### config.mk
export PLATFORM = sky130hd
export DESIGN_NAME = fifo_read_port_control
export DESIGN_NICKNAME = d
export VERILOG_FILES = /design/src/core/fifo_rd_pkg.sv /design/src/core/word_fifo.sv /design/src/core/fifo_read_port_control.sv
export SDC_FILE = /design/constraint.sdc
export NUM_CORES = 1
export LEC_CHECK = 0
export BUFFER_PORTS_ARGS = -buffer_cell sky130_fd_sc_hd__buf_2
export CAP_MARGIN = 25
export CORE_ASPECT_RATIO = 1.5
export CORE_UTILIZATION = 54
export CTS_CLUSTER_DIAMETER = 100
export DETAILED_ROUTE_END_ITERATION = 16
export PLACE_DENSITY = 0.75
export SLEW_MARGIN = 20
export SYNTH_ARGS = -nofsm -noshare
export SYNTH_HDL_FRONTEND = slang
export SYNTH_SLANG_ARGS = --single-unit
### constraint.sdc
create_clock -name core_clk -period 4.5 [get_ports core_clk]
set_input_delay 0.9 -clock core_clk [delete_from_list [all_inputs] [get_ports core_clk]]
set_output_delay 0.9 -clock core_clk [all_outputs]
set_load 0.03 [all_outputs]
### src/core/fifo_rd_pkg.sv
package fifo_rd_pkg;
    localparam int DATA_W = 18;
    localparam int NARROW_W = 9;
    localparam int DEPTH = 16;
    localparam int PTR_W = 4;
    localparam int OFFSET_W = 12;
    localparam logic [17:0] OUT_RESET = 18'h00000;
    localparam logic [11:0] EMPTY_OFS_RESET = 12'h007;
    localparam logic [11:0] FULL_OFS_RESET = 12'h007;

    typedef enum logic [1:0] {
        RD_IDLE = 2'b00,
        RD_WORD = 2'b01,
        RD_OFS_E = 2'b11,
        RD_OFS_F = 2'b10
    } rd_state_t;

    typedef struct packed {
        logic fallthrough_timing;
        logic async_read;
        logic narrow_out;
        logic serial_prog;
    } mode_cfg_t;

    typedef struct packed {
        logic [11:0] empty_ofs;
        logic [11:0] full_ofs;
    } offsets_t;
endpackage

### src/core/word_fifo.sv
`timescale 1ns/1ps
// Circular store with honest full and empty; clear resets the pointers only.
module word_fifo #(
    parameter int WIDTH = 18,
    parameter int DEPTH = 16,
    parameter int AW = 4
) (
    input wire logic core_clk,
    input wire logic rstn,
    input wire logic clear,
    input wire logic [WIDTH-1:0] in_data,
    input wire logic in_valid,
    output logic in_ready,
    output logic [WIDTH-1:0] out_data,
    output logic out_valid,
    input wire logic out_ready,
    input wire logic rewind,
    input wire logic [AW-1:0] rewind_ptr,
    output logic [AW-1:0] rd_ptr
);
    logic [WIDTH-1:0] mem [DEPTH];
    logic [AW:0] wr_q, wr_d, rd_q, rd_d;
    logic push, pop;

    assign in_ready = (wr_q - rd_q) != (AW+1)'(DEPTH);
    assign out_valid = wr_q != rd_q;
    assign out_data = mem[rd_q[AW-1:0]];
    assign rd_ptr = rd_q[AW-1:0];
    assign push = in_valid && in_ready;
    assign pop = out_valid && out_ready;

    always_comb begin
        wr_d = wr_q;
        rd_d = rd_q;
        if (clear) begin
            wr_d = '0;
            rd_d = '0;
        end else begin
            if (push) begin
                wr_d = wr_q + 1'b1;
            end
            if (rewind) begin
                // Step back by the distance read since the target, so a full
                // queue rewound to its start stays full instead of looking empty
                rd_d = rd_q - {1'b0, rd_q[AW-1:0] - rewind_ptr};
            end else if (pop) begin
                rd_d = rd_q + 1'b1;
            end
        end
    end

    always_ff @(posedge core_clk or negedge rstn) begin
        if (!rstn) begin
            wr_q <= '0;
            rd_q <= '0;
        end else begin
            wr_q <= wr_d;
            rd_q <= rd_d;
        end
    end

    always_ff @(posedge core_clk) begin
        if (push) begin
            mem[wr_q[AW-1:0]] <= in_data;
        end
    end
endmodule

### src/core/fifo_read_port_control.sv
`timescale 1ns/1ps
// Summary of operation
// - Partial reset zeroes pointers and output register
// - Partial reset keeps modes and offsets
// - Output is 18 or 9 bits wide
// - Synchronous read takes one word per edge
// - Load select low reads offset registers instead
// - Strobe reads one word; enable held low
// - Chip select gates reads and output drive
// - Chip select ignored in reset; enable drives
// - Read enable qualifies every synchronous read
// - Retransmit rewinds read pointer, shows empty for one cycle
// - Retransmit goes to mark when set
// - Serial enable shifts serial bit into offsets
// - Shared pin picks timing then serial data
// - Mark records current read pointer
module fifo_read_port_control #(
    parameter int DATA_W = fifo_rd_pkg::DATA_W,
    parameter int DEPTH = fifo_rd_pkg::DEPTH
) (
    input wire logic core_clk,
    input wire logic rstn,
    input wire logic master_reset_n,
    input wire logic partial_reset_n,
    input wire logic async_read_sel,
    input wire logic narrow_out_sel,
    input wire logic offset_load_select_n,
    input wire logic [DATA_W-1:0] write_data,
    input wire logic write_valid,
    output logic write_ready,
    input wire logic read_enable_n,
    input wire logic read_strobe,
    input wire logic read_select_n,
    input wire logic output_enable_n,
    input wire logic retransmit_req,
    input wire logic mark_req,
    input wire logic serial_clk,
    input wire logic offset_shift_enable_n,
    input wire logic fallthrough_or_serial_in,
    output logic [DATA_W-1:0] read_data_out,
    output logic read_data_oe,
    output logic empty_flag_n,
    output logic fallthrough_timing,
    output logic [fifo_rd_pkg::OFFSET_W-1:0] empty_offset,
    output logic [fifo_rd_pkg::OFFSET_W-1:0] full_offset
);
    localparam int AW = $clog2(DEPTH);

    fifo_rd_pkg::mode_cfg_t cfg_q, cfg_d;
    fifo_rd_pkg::offsets_t ofs_q, ofs_d;
    fifo_rd_pkg::rd_state_t st_q, st_d;
    logic [DATA_W-1:0] out_q, out_d;
    logic [AW-1:0] mark_q, mark_d;
    logic mark_set_q, mark_set_d;
    logic sel_q, sel_d;
    logic strobe_q, strobe_d;
    logic sclk_q, sclk_d;
    logic in_reset;
    logic fifo_clear;
    logic [DATA_W-1:0] fifo_out;
    logic fifo_valid;
    logic fifo_pop;
    logic [AW-1:0] fifo_rd_ptr;
    logic rd_event;
    logic rewind;
    logic sclk_rise;
    logic strobe_rise;
    logic retx_hold_q, retx_hold_d;
    logic read_ok;
    logic ofs_read;
    logic mem_read;
    logic [AW-1:0] rewind_target;

    assign in_reset = !master_reset_n || !partial_reset_n;
    assign fifo_clear = in_reset;
    assign rewind = retransmit_req && !in_reset;
    assign sclk_rise = serial_clk && !sclk_q;
    assign strobe_rise = read_strobe && !strobe_q;

    // Strobe edge taken on core_clk; enable must stay low in this mode
    always_comb begin
        strobe_d = read_strobe;
    end

    always_comb begin
        sclk_d = serial_clk;
    end

    always_comb begin
        if (cfg_q.async_read) begin
            rd_event = strobe_rise && !read_enable_n;
        end else begin
            rd_event = !read_enable_n;
        end
    end

    // Chip select registered, so its effect lands one edge later
    always_comb begin
        sel_d = !read_select_n;
    end

    assign read_ok = rd_event && sel_q && !in_reset;
    assign ofs_read = read_ok && !offset_load_select_n;
    assign mem_read = read_ok && offset_load_select_n;
    // Reads wait out a rewind, since the flag shows empty for that cycle
    assign fifo_pop = mem_read && !rewind && !retx_hold_q;

    always_comb begin
        rewind_target = '0;
        if (mark_set_q) begin
            rewind_target = mark_q;
        end
    end

    word_fifo #(
        .WIDTH(DATA_W),
        .DEPTH(DEPTH),
        .AW(AW)
    ) u_fifo (
        .core_clk(core_clk),
        .rstn(rstn),
        .clear(fifo_clear),
        .in_data(write_data),
        .in_valid(write_valid),
        .in_ready(write_ready),
        .out_data(fifo_out),
        .out_valid(fifo_valid),
        .out_ready(fifo_pop),
        .rewind(rewind),
        .rewind_ptr(rewind_target),
        .rd_ptr(fifo_rd_ptr)
    );

    always_comb begin
        cfg_d = cfg_q;
        if (!master_reset_n) begin
            cfg_d.fallthrough_timing = fallthrough_or_serial_in && !async_read_sel;
            cfg_d.async_read = async_read_sel;
            cfg_d.narrow_out = narrow_out_sel;
            cfg_d.serial_prog = offset_load_select_n;
        end
    end

    always_comb begin
        ofs_d = ofs_q;
        if (!master_reset_n) begin
            ofs_d.empty_ofs = fifo_rd_pkg::EMPTY_OFS_RESET;
            ofs_d.full_ofs = fifo_rd_pkg::FULL_OFS_RESET;
        end else if (sclk_rise && !offset_shift_enable_n) begin
            // Partial reset leaves offsets alone
            ofs_d = {ofs_q[2*fifo_rd_pkg::OFFSET_W-2:0], fallthrough_or_serial_in};
        end
    end

    always_comb begin
        mark_d = mark_q;
        mark_set_d = mark_set_q;
        if (in_reset) begin
            mark_set_d = 1'b0;
        end else if (mark_req) begin
            mark_d = fifo_rd_ptr;
            mark_set_d = 1'b1;
        end
    end

    always_comb begin
        retx_hold_d = 1'b0;
        if (rewind) begin
            retx_hold_d = 1'b1;
        end
    end

    // Offsets come out empty then full, one word per qualified read
    always_comb begin
        st_d = st_q;
        out_d = out_q;
        if (in_reset) begin
            st_d = fifo_rd_pkg::RD_IDLE;
            out_d = fifo_rd_pkg::OUT_RESET;
        end else if (ofs_read) begin
            case (st_q)
                fifo_rd_pkg::RD_OFS_E: begin
                    st_d = fifo_rd_pkg::RD_OFS_F;
                    out_d = DATA_W'(ofs_q.full_ofs);
                end
                fifo_rd_pkg::RD_OFS_F: begin
                    st_d = fifo_rd_pkg::RD_OFS_E;
                    out_d = DATA_W'(ofs_q.empty_ofs);
                end
                default: begin
                    st_d = fifo_rd_pkg::RD_OFS_E;
                    out_d = DATA_W'(ofs_q.empty_ofs);
                end
            endcase
        end else if (mem_read) begin
            if (fifo_pop && fifo_valid) begin
                st_d = fifo_rd_pkg::RD_WORD;
                out_d = fifo_out;
            end else begin
                st_d = fifo_rd_pkg::RD_IDLE;
            end
        end
        if (cfg_q.narrow_out) begin
            out_d[DATA_W-1:fifo_rd_pkg::NARROW_W] = '0;
        end
    end

    // Modes and offsets are loaded by master reset; rstn alone clears modes and restores default offsets
    always_ff @(posedge core_clk or negedge rstn) begin
        if (!rstn) begin
            sel_q <= 1'b0;
        end else begin
            sel_q <= sel_d;
        end
    end

    always_ff @(posedge core_clk or negedge rstn) begin
        if (!rstn) begin
            strobe_q <= 1'b0;
        end else begin
            strobe_q <= strobe_d;
        end
    end

    always_ff @(posedge core_clk or negedge rstn) begin
        if (!rstn) begin
            sclk_q <= 1'b0;
        end else begin
            sclk_q <= sclk_d;
        end
    end

    always_ff @(posedge core_clk or negedge rstn) begin
        if (!rstn) begin
            cfg_q <= '0;
        end else begin
            cfg_q <= cfg_d;
        end
    end

    always_ff @(posedge core_clk or negedge rstn) begin
        if (!rstn) begin
            ofs_q <= {fifo_rd_pkg::EMPTY_OFS_RESET, fifo_rd_pkg::FULL_OFS_RESET};
        end else begin
            ofs_q <= ofs_d;
        end
    end

    always_ff @(posedge core_clk or negedge rstn) begin
        if (!rstn) begin
            st_q <= fifo_rd_pkg::RD_IDLE;
            out_q <= fifo_rd_pkg::OUT_RESET;
        end else begin
            st_q <= st_d;
            out_q <= out_d;
        end
    end

    always_ff @(posedge core_clk or negedge rstn) begin
        if (!rstn) begin
            mark_q <= '0;
            mark_set_q <= 1'b0;
        end else begin
            mark_q <= mark_d;
            mark_set_q <= mark_set_d;
        end
    end

    always_ff @(posedge core_clk or negedge rstn) begin
        if (!rstn) begin
            retx_hold_q <= 1'b0;
        end else begin
            retx_hold_q <= retx_hold_d;
        end
    end

    assign read_data_out = out_q;

    // During reset only output enable governs drive
    always_comb begin
        read_data_oe = 1'b0;
        if (!output_enable_n) begin
            if (in_reset) begin
                read_data_oe = 1'b1;
            end else begin
                read_data_oe = sel_q;
            end
        end
    end

    // A rewind shows empty for one cycle while reads are held off
    always_comb begin
        empty_flag_n = fifo_valid;
        if (retx_hold_q) begin
            empty_flag_n = 1'b0;
        end
    end

    assign fallthrough_timing = cfg_q.fallthrough_timing;
    assign empty_offset = ofs_q.empty_ofs;
    assign full_offset = ofs_q.full_ofs;
endmodule

# Word-level counts from Yosys, hierarchy flattened
# Memories as Yosys holds them, arrays and structs flattened.
# Cells that the tools add are included.
# totals
in_bits,35
elab_cells,92
ram_bits,288
n_memories,1
regBits,66
output_inout_bits,46
# op_classes
eq_ne,4
bitwise_logic,1
n_addsub,5
reduce_logical,37
mux,28
# memory_table
memory,words,word_bits,rd,rd_ports_with_merged_regs,wr,line_no,source
u_fifo.mem,16,18,1,0,1,word_fifo.sv:21,logic [WIDTH-1:0] mem [DEPTH];
# ops
cell,n
2-to-1 mux 18 bit,4
2-to-1 mux 24 bit,2
2-to-1 mux 5 bit,5
logical AND 1 bit,14
zero test 1 bit,12
2-to-1 mux 12 bit,1
2-to-1 mux 1 bit,11
adder 5 x 1 -> 5 bit (second input constant),2
2-to-1 mux 9 bit,1
nonzero test 3 bit,3
nonzero test 4 bit,2
2-to-1 mux 2 bit,3
AND reduction 2 bit,3
inequality test 5 bit,1
inequality test 5 bit (second input constant),1
subtractor 5 x 4 -> 5 bit,1
subtractor 5 bit,1
2-to-1 mux 4 bit,1
nonzero test 2 bit,2
subtractor 4 bit,1
equality test 2 bit (second input constant),1
inequality test 2 x 1 -> 1 bit (second input constant),1
logical OR 1 bit,1
inverter 1 bit,1

# Depth between registers and ports, before layout
# Gate-level depths: netlist of the first run.
# logic_depth
depth_word,15
depth_mapped,15
ltp_nobuf,13

# Cells and area by module
# Synthesis of the first run repeated with hierarchy kept, for this count alone.
# hier_totals
hier_cells,771
hier_area_um2,14512.7
# by_module_without_submodules
mod,cells_per_inst,n_inst,area_each_um2,seq_area_each_um2
word_fifo,540,1,11921.4,8898.5
fifo_read_port_control,231,1,2591.2,1408.9

# Worst setup path before layout of the first run
# Ideal clock, no wire load.
# synth_timing
path_type,register to register
start,reg u_fifo.rd_q[2]
end,"mem u_fifo.mem[0][0], enable pin"
t_required_ps,4084
arrival_time_ps,3936
setup_slack_ps,148
setup_time_ps,416
path_stages_with_launch,13
synth_period_minus_slack_ps,4352
cell_sequence,dfrtp_1 > buf_2 > buf_2 > inv_1 > buf_2 > buf_1 > ha_1 > and3b_1 > o211a_1 > o2111ai_1 > buf_2 > nand3_1 > nor3_1
# synth_via
elab_chain_len,5
# synth_rtl
element,line_no,source
"start, declared",word_fifo.sv:22,"logic [AW:0] wr_q, wr_d, rd_q, rd_d;"
"start signal, assigned",word_fifo.sv:58,rd_q <= rd_d;
subtractor 5 bit,word_fifo.sv:25,assign in_ready = (wr_q - rd_q) != (AW+1)'(DEPTH);
inequality test 5 bit,word_fifo.sv:25,
via write_ready,fifo_read_port_control.sv:30,"output logic write_ready,"
logical AND 1 bit,word_fifo.sv:29,assign push = in_valid && in_ready;
2-to-1 mux 1 bit,word_fifo.sv:63,if (push) begin
2-to-1 mux 1 bit (implied by the code),word_fifo.sv:64,mem[wr_q[AW-1:0]] <= in_data;
"end, declared",word_fifo.sv:21,
# The timed path passes the listed nets, and every way through them passes these cells.

# Worst setup path after layout of the first run
# layout_timing
start,reg u_fifo.wr_q[2]
end,out write_ready
# layout_via
elab_chain_len,2
# layout_rtl
element,line_no,source
"start, declared",word_fifo.sv:22,
"start signal, assigned",word_fifo.sv:57,wr_q <= wr_d;
subtractor 5 bit,word_fifo.sv:25,
inequality test 5 bit,word_fifo.sv:25,
"end, declared",fifo_read_port_control.sv:30,
# No other way between the ends.

==> summary.md, run 1 <==
| Metric | Value |
|---|---|
| TritonCTS clock tree | `yes` |
| Post-CTS Hold Buffers | `0` |
| Syn Nets | `929` |
| RSZ-0062 raised after global routing | `false` |
| Cell taking the most area after synthesis | `edfxtp_1` |
| Postcts setup bufs | `0` |
| WL final | `32.20 mm` |
| Critical Path RT | `3.60 ns` |
| Top_reg_cell synth | `edfxtp_1` |
| First-pass GRT wire length | `48.72 mm` |
| Worst hold path type | `in -> async` |
| Clock Skew | `0.01099 ns` |
| CP arrival | `3.00 ns` |
| GRT Total Usage | `24.13%` |
| Post-synth EDFFs | `288` |
| Worst slew pin tran | `0.8941 ns` |
| Mapped Avg Cell Area | `16.55 µm²` |
| Setup crit start kind | `flop` |
| CTS sink count | `354` |
| Synth warn | `0` |
| Cell area after synthesis | `0.01453 mm²` |
| Area delta synth->final | `12.97%` |
| Status | `completed` |
| Top-count cell post-synth | `edfxtp_1` |
| Initial Util | `54.85%` |
| CP Max Fanout | `12` |
| Ys async rst share | `18.64%` |
| Final hold vios | `0` |
| Io pins | `81` |
| FF+latch count, synth | `354` |
| Max cap viols | `0` |
| Layout cells sized above 1 | `25.91%` |
| Mapped Cells | `878` |
| Initial drt markers | `592` |
| Grt total ovfl | `0` |
| Final #Nets | `1019` |
| H-tree levels | `1` |
| Fin crit period | `3.896 ns` |
| # fillers | `1875` |
| Final count of pins violating max slew | `0` |
| Slew HR | `40.33%` |
| Leakage | `0.005875 µW` |
| HPWL after DPL | `18.76 mm` |
| Clock Latency Late Sink | `0.57 ns` |
| Vias in the first global route | `8390` |
| Peak supply drop | `0.3276 mV` |
| Post-synth top area share | `59.53%` |
| Die Ht | `202.9 µm` |
| Synth top cells by count | `edfxtp_1, nand2_1, mux4_2` |
| Num CTS Buffers | `31` |
| Drt pass-1 iters | `5` |
| Fin crit share | `86.59%` |
| Share of the yosys chip area belonging to registers | `70.95%` |
| Power after layout | `6625 µW` |
| Setup TNS | `0 ns` |
| Die area | `0.02758 mm²` |
| Antenna violations before repair | `1` |
| Crit Path Class | `reg -> out` |
| Final antenna-violating net count | `0` |
| Fmax | `256.6 MHz` |
| Buffers added on ports | `80` |
| Reg clk slew, reported paths | `0.07 ns` |
| DR WL/cell | `24.21 µm` |
| Maximum number of pins on one net before global-route repair | `60` |
| Die width | `135.9 µm` |
| Via Count | `8153` |
| Area of the core | `0.02649 mm²` |
| CTS Buffer Depth | `3` |
| Post_cts resized | `0` |
| PwrDens | `403.7 mW/mm²` |
| Vias per Instance | `6.130` |
| CP Capture Type | `output port` |
| Final GP Congestion | `0.8527` |
| Clock Root Buffer | `clkbuf_16` |
| Area contributors post-synth | `edfxtp_1, dfrtp_1, mux4_2` |
| Rows | `73` |
| Residual DRC | `0` |
| Synth cell types | `59` |
| Final setup fails | `0` |
## per-stage QoR
stage,worst slack [ns],cell area [µm²],std cells,hold WS (ns),utilization [%]
after global routing,0.4635,16410,1330,0.1691,61.96
after floorplan,0.1483,14530,878,0.4497,-
after detailed placement,1.072,15370,1272,0.4724,58.02
after global placement,1.127,15370,1272,0.4632,58.02
after CTS,0.6242,16410,1329,0.1556,61.95
final,0.6035,16410,1330,0.1726,61.96
## cell families (layout without fill, tap and decap cells)
family                   count (synthesis)  in the layout  share of synthesized area, %
flip-flops                             354            354                         70.95
AND/OR/NAND/NOR                        254            254                         7.992
multiplexers                            95             95                         12.41
AO/OA/AOI/OAI                           88             88                         4.513
buffers and inverters                   62            176                         2.007
adder cells (fa/ha/maj)                 16             16                         1.481
XOR/XNOR                                 9              9                        0.6459
other                                    0              1                             0
## cell type report
class                           instances  area (µm²)  share of cell area [%]
Clock buffer                           39       835.8                   5.093
Tap cell                              337       421.7                   2.569
Multi-Input combinational cell        462        3981                   24.26
Timing Repair Buffer                  108       610.6                   3.720
Sequential cell                       354       10310                   62.84
Clock inverter                         18       205.2                   1.250
Antenna cell                            1       2.502                 0.01525
Inverter                               11       41.29                  0.2516
## cells in the final DEF, fill, tap and decap left out, types with 4 or more instances in the layout
cell / instances
nor2_1: 15
o21ai_0: 14
dfstp_2: 6
nor2_2: 11
nor3_2: 4
bufinv_16: 4
xor2_1: 4
a21boi_0: 18
inv_1: 10
o31ai_1: 7
nor3_1: 5
mux2i_1: 26
and3_1: 11
a211oi_1: 4
clkinv_2: 4
clkinv_1: 4
nand3_1: 39
nand4_1: 9
buf_4: 28
clkinvlp_4: 6
nand2_1: 140
nand2b_1: 8
clkbuf_16: 31
a32o_1: 6
ha_1: 14
mux4_2: 64
a22oi_1: 7
a21oi_1: 10
edfxtp_1: 288
buf_2: 80
xnor2_1: 4
clkbuf_1: 5
dfrtp_1: 57
## worst max-delay path: stages (launching register included)
cell and delay, ns:
dfrtp_1 0.59, ha_1 0.36, and3b_1 0.20, o211a_1 0.22, o2111ai_1 0.72, buf_2 0.34
## report_power, final
part	switching, µW	leakage [µW]	internal [µW]	total (µW)
sequential	21.7	0.00348	3580	3600
combinational	215	0.00190	119	334
clock	1140	0.000492	1550	2690
## metal layers
metal | part of all wire [%] | wire [µm] | vias up | track usage, %
li1 | - | - | 3560 | -
met4 | 3.7 | 1201 | 0 | 11.11
met1 | 37 | 11840 | 4162 | 28.48
met5 | 0 | 0 | - | 0
met2 | 53 | 17120 | 347 | 43.08
met3 | 6.3 | 2032 | 84 | 3.471
## final timing paths
check                                                from                        endpoint  slack [ns]  depth (start not counted)
min                                                  rstn      full_offset[3]$_DFFE_PN0P_        0.17                          1
min in group core_clk                         read_strobe              strobe_q$_DFF_PN0_        0.46                          1
min reg2reg                fallthrough_timing$_DFFE_PN0N_  fallthrough_timing$_DFFE_PN0N_        0.49                          2
max                            u_fifo.wr_q[2]$_DFFE_PN0P_                     write_ready        0.60                          5
max reg2reg                    u_fifo.wr_q[2]$_DFFE_PN0P_     u_fifo.mem[11][9]$_DFFE_PP_        1.07                          7
max in group asynchronous                            rstn      u_fifo.rd_q[0]$_DFFE_PN0P_        3.57                          2
## state kept, by name, summed over array words and instances (netlist names), 2 cells and up
register,cells
u_fifo.mem,288
mark_q,4
u_fifo.wr_q,5
st_q,2
u_fifo.rd_q,5
empty_offset,12
cfg_q,2
full_offset,12
read_data_out,18
(Power assumes the default switching activity.)
==> inputs of run 2 (changes only) <==
--- a/config.mk
+++ b/config.mk
@@ -12,6 +12,7 @@
 export CTS_CLUSTER_DIAMETER = 100
 export DETAILED_ROUTE_END_ITERATION = 16
 export PLACE_DENSITY = 0.75
+export RECOVER_POWER = 100
 export SLEW_MARGIN = 20
 export SYNTH_ARGS = -nofsm -noshare
 export SYNTH_HDL_FRONTEND = slang
==> run 2 against run 1 <==
Against the previous run:
- the flow now finishes with violations (capacitance limit, slew limit)
- sequential cell count unchanged
- power decreased by 0.12%
- design area decreased by 1.0%
- fmax decreased by 2.3%
- clock power about the same
- non-clock buffer count unchanged
- via count decreased by 0.37%
- hold slack improved by 0.082 ns
- wire length increased by 0.18%
==> summary.md, run 2 (synthesis results as in run 1) <==
| Metric | Value |
|---|---|
| Residual DRC | `0 (unchanged)` |
| TritonCTS clock tree | `yes (unchanged)` |
| Rows | `73 (unchanged)` |
| Die Ht | `202.9 µm (unchanged)` |
| CP arrival | `4.16 ns (was 3.00 ns)` |
| Worst path depth | `9 (was 5)` |
| Violated checks | `capacitance limit, slew limit` |
| Crit path largest cell delay | `1.03 ns (was 0.72 ns)` |
| Via Count | `8123 (was 8153)` |
| Num CTS Buffers | `31 (unchanged)` |
| # fillers | `1918 (was 1875)` |
| Max reg flops | `288 (unchanged)` |
| Layout cells sized above 1 | `18.25% (was 25.91%)` |
| Buffers added on ports | `80 (unchanged)` |
| Cell Chain, Critical Path | `buf_4 -> inv_1 -> ha_1 -> xor3_1 -> nor4_1 -> o2111ai_1 -> nand3_1 -> nor2_2 -> clkbuf_1 (was ha_1 -> and3b_1 -> o211a_1 -> o2111ai_1 -> buf_2)` |
| Slowest CP cell | `clkbuf_1 (was o2111ai_1)` |
| Slew HR | `-32.42% (was 40.33%)` |
| Io pins | `81 (unchanged)` |
| Drt pass-1 iters | `5 (unchanged)` |
| CTS sink count | `354 (unchanged)` |
| Reg clk slew, reported paths | `0.07 ns (about the same)` |
| PwrDens | `407.4 mW/mm² (was 403.7 mW/mm²)` |
| Finished Cell Area | `0.01624 mm² (was 0.01641 mm²)` |
| Initial Util | `54.85% (unchanged)` |
| H-tree levels | `1 (unchanged)` |
| Setup TNS | `0 ns (unchanged)` |
| Crit Path Class | `reg -> reg (was reg -> out)` |
| CP top delay family | `buffers and inverters (was compound AO/OA/AOI/OAI gates)` |
| Maximum number of pins on one net before global-route repair | `60 (unchanged)` |
| Clock Skew | `0.009560 ns (was 0.01099 ns)` |
| Fin crit period | `3.990 ns (was 3.896 ns)` |
| Area of the core | `0.02649 mm² (unchanged)` |
| Final GP Congestion | `0.8527 (unchanged)` |
| Clock Latency Late Sink | `0.57 ns (about the same)` |
| Worst slew pin tran | `1.986 ns (was 0.8941 ns)` |
| Dpl cell area | `0.01537 mm² (unchanged)` |
| CP Max Fanout | `19 (was 12)` |
| Commonest cells after routing, fill and taps aside | `edfxtp_1, nand2_1, clkbuf_1, mux4_2, dfrtp_1 (was edfxtp_1, nand2_1, buf_2, mux4_2, dfrtp_1)` |
| Die area | `0.02758 mm² (unchanged)` |
| Setup crit start kind | `flop (unchanged)` |
| CTS Buffer Depth | `3 (unchanged)` |
| Post-CTS Hold Buffers | `0 (unchanged)` |
| Final #Nets | `1019 (unchanged)` |
| Commonest non-fill, non-tap cell in the layout | `edfxtp_1 (unchanged)` |
| Max cap viols | `2 (was 0)` |
| Multi-input logic area | `0.003945 mm² (was 0.003981 mm²)` |
| HPWL after DPL | `18.76 mm (unchanged)` |
| Final count of pins violating max slew | `61 (was 0)` |
| Area delta synth->final | `11.81% (was 12.97%)` |
| Status | `finished, violations left (was completed)` |
| Worst hold path type | `in -> async (unchanged)` |
| CP Buf/Inv Count | `3 (was 1)` |
| Initial drt markers | `529 (was 592)` |
| Peak supply drop | `0.3271 mV (was 0.3276 mV)` |
| Final setup fails | `0 (unchanged)` |
| Final hold vios | `0 (unchanged)` |
| WL final | `32.26 mm (was 32.20 mm)` |
| RSZ-0062 raised after global routing | `false (unchanged)` |
| Grt total ovfl | `0 (unchanged)` |
| Critical Path RT | `4.67 ns (was 3.60 ns)` |
| Final antenna-violating net count | `0 (unchanged)` |
| Core Util, Final | `61.32% (was 61.96%)` |
| Vias per Instance | `6.108 (was 6.130)` |
| Post_cts resized | `0 (unchanged)` |
| Postcts setup bufs | `0 (unchanged)` |
| Antenna violations before repair | `0 (was 1)` |
| Register-to-Register Path Depth | `9 (was 7)` |
| Fmax | `250.6 MHz (was 256.6 MHz)` |
| Sequential Area | `0.01031 mm² (unchanged)` |
| DR WL/cell | `24.25 µm (was 24.21 µm)` |
| GRT Total Usage | `24.13% (unchanged)` |
| Die width | `135.9 µm (unchanged)` |
| Fin crit share | `88.66% (was 86.59%)` |
| First-pass GRT wire length | `48.72 mm (unchanged)` |
| Leakage | `0.005593 µW (was 0.005875 µW)` |
| Clock Root Buffer | `clkbuf_16 (unchanged)` |
| Vias in the first global route | `8390 (unchanged)` |
| CP Capture Type | `flop (was output port)` |
==> run 2: changes by cell type in the layout (fill, tap and decap cells not counted), moves of 3 or more <==
cell      previous run  this run
nor3_2               4         1
clkbuf_1             5        75
clkbuf_2             0        14
nor3_1               5         8
buf_4               28        10
buf_2               80        14
==> run 2: worst paths after layout <==
kind	startpoint	endpoint	slack, ns
hold / removal	rstn	full_offset[3]$_DFFE_PN0P_	0.25
setup reg to reg	u_fifo.rd_q[3]$_DFFE_PN0P_	u_fifo.mem[12][7]$_DFFE_PP_	0.51
setup / recovery	u_fifo.rd_q[3]$_DFFE_PN0P_	u_fifo.mem[12][7]$_DFFE_PP_	0.51
max in group asynchronous	rstn	u_fifo.rd_q[0]$_DFFE_PN0P_	1.77
min in group core_clk	read_strobe	strobe_q$_DFF_PN0_	0.46
hold reg to reg	fallthrough_timing$_DFFE_PN0N_	fallthrough_timing$_DFFE_PN0N_	0.49
==> run 2: layout make-up <==
cell class,instances,share of cell area (%)
Multi-Input combinational cell,462,24.29
Clock buffer,39,5.146
Timing Repair Buffer,108,2.943
Inverter,11,0.2542
Clock inverter,18,1.263
Sequential cell,354,63.50
Tap cell,337,2.596
Antenna cell,1,0.01541
==> run 2: per-layer routing <==
layer / up-vias / part of all wire (%) / routed length (µm) / global-route usage [%]
li1: 3557 / - / - / -
met1: 4136 / 37 / 11810 / 28.48
met2: 337 / 53 / 17150 / 43.08
met3: 93 / 6.1 / 1982 / 3.471
met4: 0 / 4.1 / 1314 / 11.11
met5: - / 0 / 0 / 0
==> run 2: power breakdown <==
part           leakage, µW  internal, µW  switching [µW]
Sequential         0.00348          3580            21.3
Combinational      0.00162           113             214
Clock             0.000492          1550            1140
==> run 2: through the flow <==
stage | hold slack [ns] | std cells | power (µW) | setup WS (ns)
CTS | 0.1556 | 1329 | 6673 | 0.6242
detailed placement | 0.4724 | 1272 | 4004 | 1.072
finish | 0.2547 | 1330 | 6617 | 0.5102
global route | 0.2733 | 1329 | 6817 | 0.3392
global placement | 0.4632 | 1272 | 3996 | 1.127
floorplan | 0.4497 | 878 | 3874 | 0.1483
==> inputs of run 3 (changes only) <==
--- a/config.mk
+++ b/config.mk
@@ -11,6 +11,7 @@
 export CORE_UTILIZATION = 54
 export CTS_CLUSTER_DIAMETER = 100
 export DETAILED_ROUTE_END_ITERATION = 16
+export MAX_ROUTING_LAYER = met4
 export PLACE_DENSITY = 0.75
 export RECOVER_POWER = 100
 export SLEW_MARGIN = 20
==> run 3 against run 2 <==
Against the previous run:
- the run still ends with capacitance limit, slew limit left
- power about the same
- via count down 0.58%
- clock power about the same
- critical path type unchanged
- critical endpoint is now u_fifo.mem[12][4]$_DFFE_PP_
- highest routed layer unchanged
==> summary.md, run 3 (synthesis results as in run 1) <==
| Metric | Value |
|---|---|
| HPWL after DPL | `18.76 mm (unchanged)` |
| Vias in the first global route | `8377 (was 8390)` |
| Residual DRC | `0 (unchanged)` |
| Max cap viols | `2 (unchanged)` |
| Clock Skew | `0.01034 ns (was 0.009560 ns)` |
| RSZ-0062 raised after global routing | `false (unchanged)` |
| Register-to-Register Path Depth | `9 (unchanged)` |
| Max reg flops | `288 (unchanged)` |
| TritonCTS clock tree | `yes (unchanged)` |
| CP arrival | `4.14 ns (was 4.16 ns)` |
| Initial drt markers | `563 (was 529)` |
| Final hold vios | `0 (unchanged)` |
| CP Max Fanout | `19 (unchanged)` |
| Antenna violations before repair | `0 (unchanged)` |
| Layout cells sized above 1 | `18.25% (unchanged)` |
| Final #Nets | `1019 (unchanged)` |
| Die width | `135.9 µm (unchanged)` |
| Buffers added on ports | `80 (unchanged)` |
| Area of the core | `0.02649 mm² (unchanged)` |
| Commonest cells after routing, fill and taps aside | `edfxtp_1, nand2_1, clkbuf_1, mux4_2, dfrtp_1 (unchanged)` |
| Setup crit start kind | `flop (unchanged)` |
| Peak supply drop | `0.3296 mV (was 0.3271 mV)` |
| Reg clk slew, reported paths | `0.07 ns (about the same)` |
| Final antenna-violating net count | `0 (unchanged)` |
| Num CTS Buffers | `31 (unchanged)` |
| Final WS setup | `0.5328 ns (was 0.5102 ns)` |
| # fillers | `1918 (unchanged)` |
| Worst hold path type | `in -> async (unchanged)` |
| Io pins | `81 (unchanged)` |
| DR WL/cell | `24.19 µm (was 24.25 µm)` |
| Crit Path Class | `reg -> reg (unchanged)` |
| PwrDens | `407.4 mW/mm² (about the same)` |
| Vias per Instance | `6.072 (was 6.108)` |
| Drt pass-1 iters | `7 (was 5)` |
| CTS Buffer Depth | `3 (unchanged)` |
| Maximum number of pins on one net before global-route repair | `60 (unchanged)` |
| Area delta synth->final | `11.81% (unchanged)` |
| Fin crit period | `3.967 ns (was 3.990 ns)` |
| Power after layout | `6617 µW (about the same)` |
| Critical Path RT | `4.67 ns (about the same)` |
| Final GP Congestion | `0.8662 (was 0.8527)` |
| Clock Latency Late Sink | `0.57 ns (about the same)` |
| Setup TNS | `0 ns (unchanged)` |
| Dpl ws | `1.072 ns (unchanged)` |
| Clock Root Buffer | `clkbuf_16 (unchanged)` |
| CTS sink count | `354 (unchanged)` |
| Fmax | `252.1 MHz (was 250.6 MHz)` |
| Slew HR | `-34.57% (was -32.42%)` |
| CP Capture Type | `flop (unchanged)` |
| Die Ht | `202.9 µm (unchanged)` |
| Rows | `73 (unchanged)` |
| Via Count | `8076 (was 8123)` |
| Grt total ovfl | `0 (unchanged)` |
| Leakage | `0.005593 µW (unchanged)` |
| H-tree levels | `1 (unchanged)` |
| Final count of pins violating max slew | `61 (unchanged)` |
| First-pass GRT wire length | `48.72 mm (unchanged)` |
| Final setup fails | `0 (unchanged)` |
| Status | `finished, violations left (unchanged)` |
| Post-CTS Hold Buffers | `0 (unchanged)` |
| Violated checks | `capacitance limit, slew limit (unchanged)` |
| Postcts setup bufs | `0 (unchanged)` |
| WL final | `32.17 mm (was 32.26 mm)` |
| Initial Util | `54.85% (unchanged)` |
| GRT Total Usage | `24.88% (was 24.13%)` |
| Worst slew pin tran | `2.019 ns (was 1.986 ns)` |
| Commonest non-fill, non-tap cell in the layout | `edfxtp_1 (unchanged)` |
| Fin crit share | `88.16% (was 88.66%)` |
| Post_cts resized | `0 (unchanged)` |
| Die area | `0.02758 mm² (unchanged)` |
[run 3: cell counts in the layout (fill, tap and decap cells not counted)]
No cell type changed its count.
[run 3: power breakdown]
group,internal [µW],switching [µW]
clock,1550,1140
sequential,3580,21.2
combinational,112,213
[run 3: critical path: stages (launching register included)]
cell and delay (ns):
dfrtp_1 0.32, buf_4 0.28, inv_1 0.10, ha_1 0.21
xor3_1 0.37, nor4_1 0.05, o2111ai_1 0.74, nand3_1 0.31
nor2_2 0.17, clkbuf_1 1.01
[run 3: worst paths after layout]
kind | from | end | slack, ns
min | rstn | full_offset[3]$_DFFE_PN0P_ | 0.25
min reg2reg | fallthrough_timing$_DFFE_PN0N_ | fallthrough_timing$_DFFE_PN0N_ | 0.49
min in group core_clk | read_strobe | strobe_q$_DFF_PN0_ | 0.46
max in group asynchronous | rstn | u_fifo.rd_q[0]$_DFFE_PN0P_ | 1.73
max | u_fifo.rd_q[3]$_DFFE_PN0P_ | u_fifo.mem[12][4]$_DFFE_PP_ | 0.53
max reg2reg | u_fifo.rd_q[3]$_DFFE_PN0P_ | u_fifo.mem[12][4]$_DFFE_PP_ | 0.53
[run 3: area by class of cell]
type	count	area (µm²)	share of cell area (%)
multi-input combinational	462	3945	24.29
clock inverter	18	205.2	1.263
timing repair buffer	108	478.0	2.943
sequential	354	10310	63.50
tap	337	421.7	2.596
antenna	1	2.502	0.01541
inverter	11	41.29	0.2542
clock buffer	39	835.8	5.146
[run 3: through the flow]
step / hold WS (ns) / utilization (%) / std cells / instance area (µm²)
3_5_place_dp: 0.4724 / 58.02 / 1272 / 15370
2_1_floorplan: 0.4497 / - / 878 / 14530
5_1_grt: 0.2716 / 61.31 / 1329 / 16240
6_report: 0.2527 / 61.32 / 1330 / 16240
4_1_cts: 0.1556 / 61.95 / 1329 / 16410
3_3_place_gp: 0.4632 / 58.02 / 1272 / 15370
[run 3: layer usage]
metal / wire length [µm] / vias up / global-route usage [%] / part of all wire (%)
li1: - / 3559 / - / -
met1: 11770 / 4086 / 28.73 / 37
met2: 17250 / 342 / 43.00 / 54
met3: 1915 / 89 / 3.396 / 6.0
met4: 1241 / 0 / 10.95 / 3.9
met5: 0 / - / - / 0
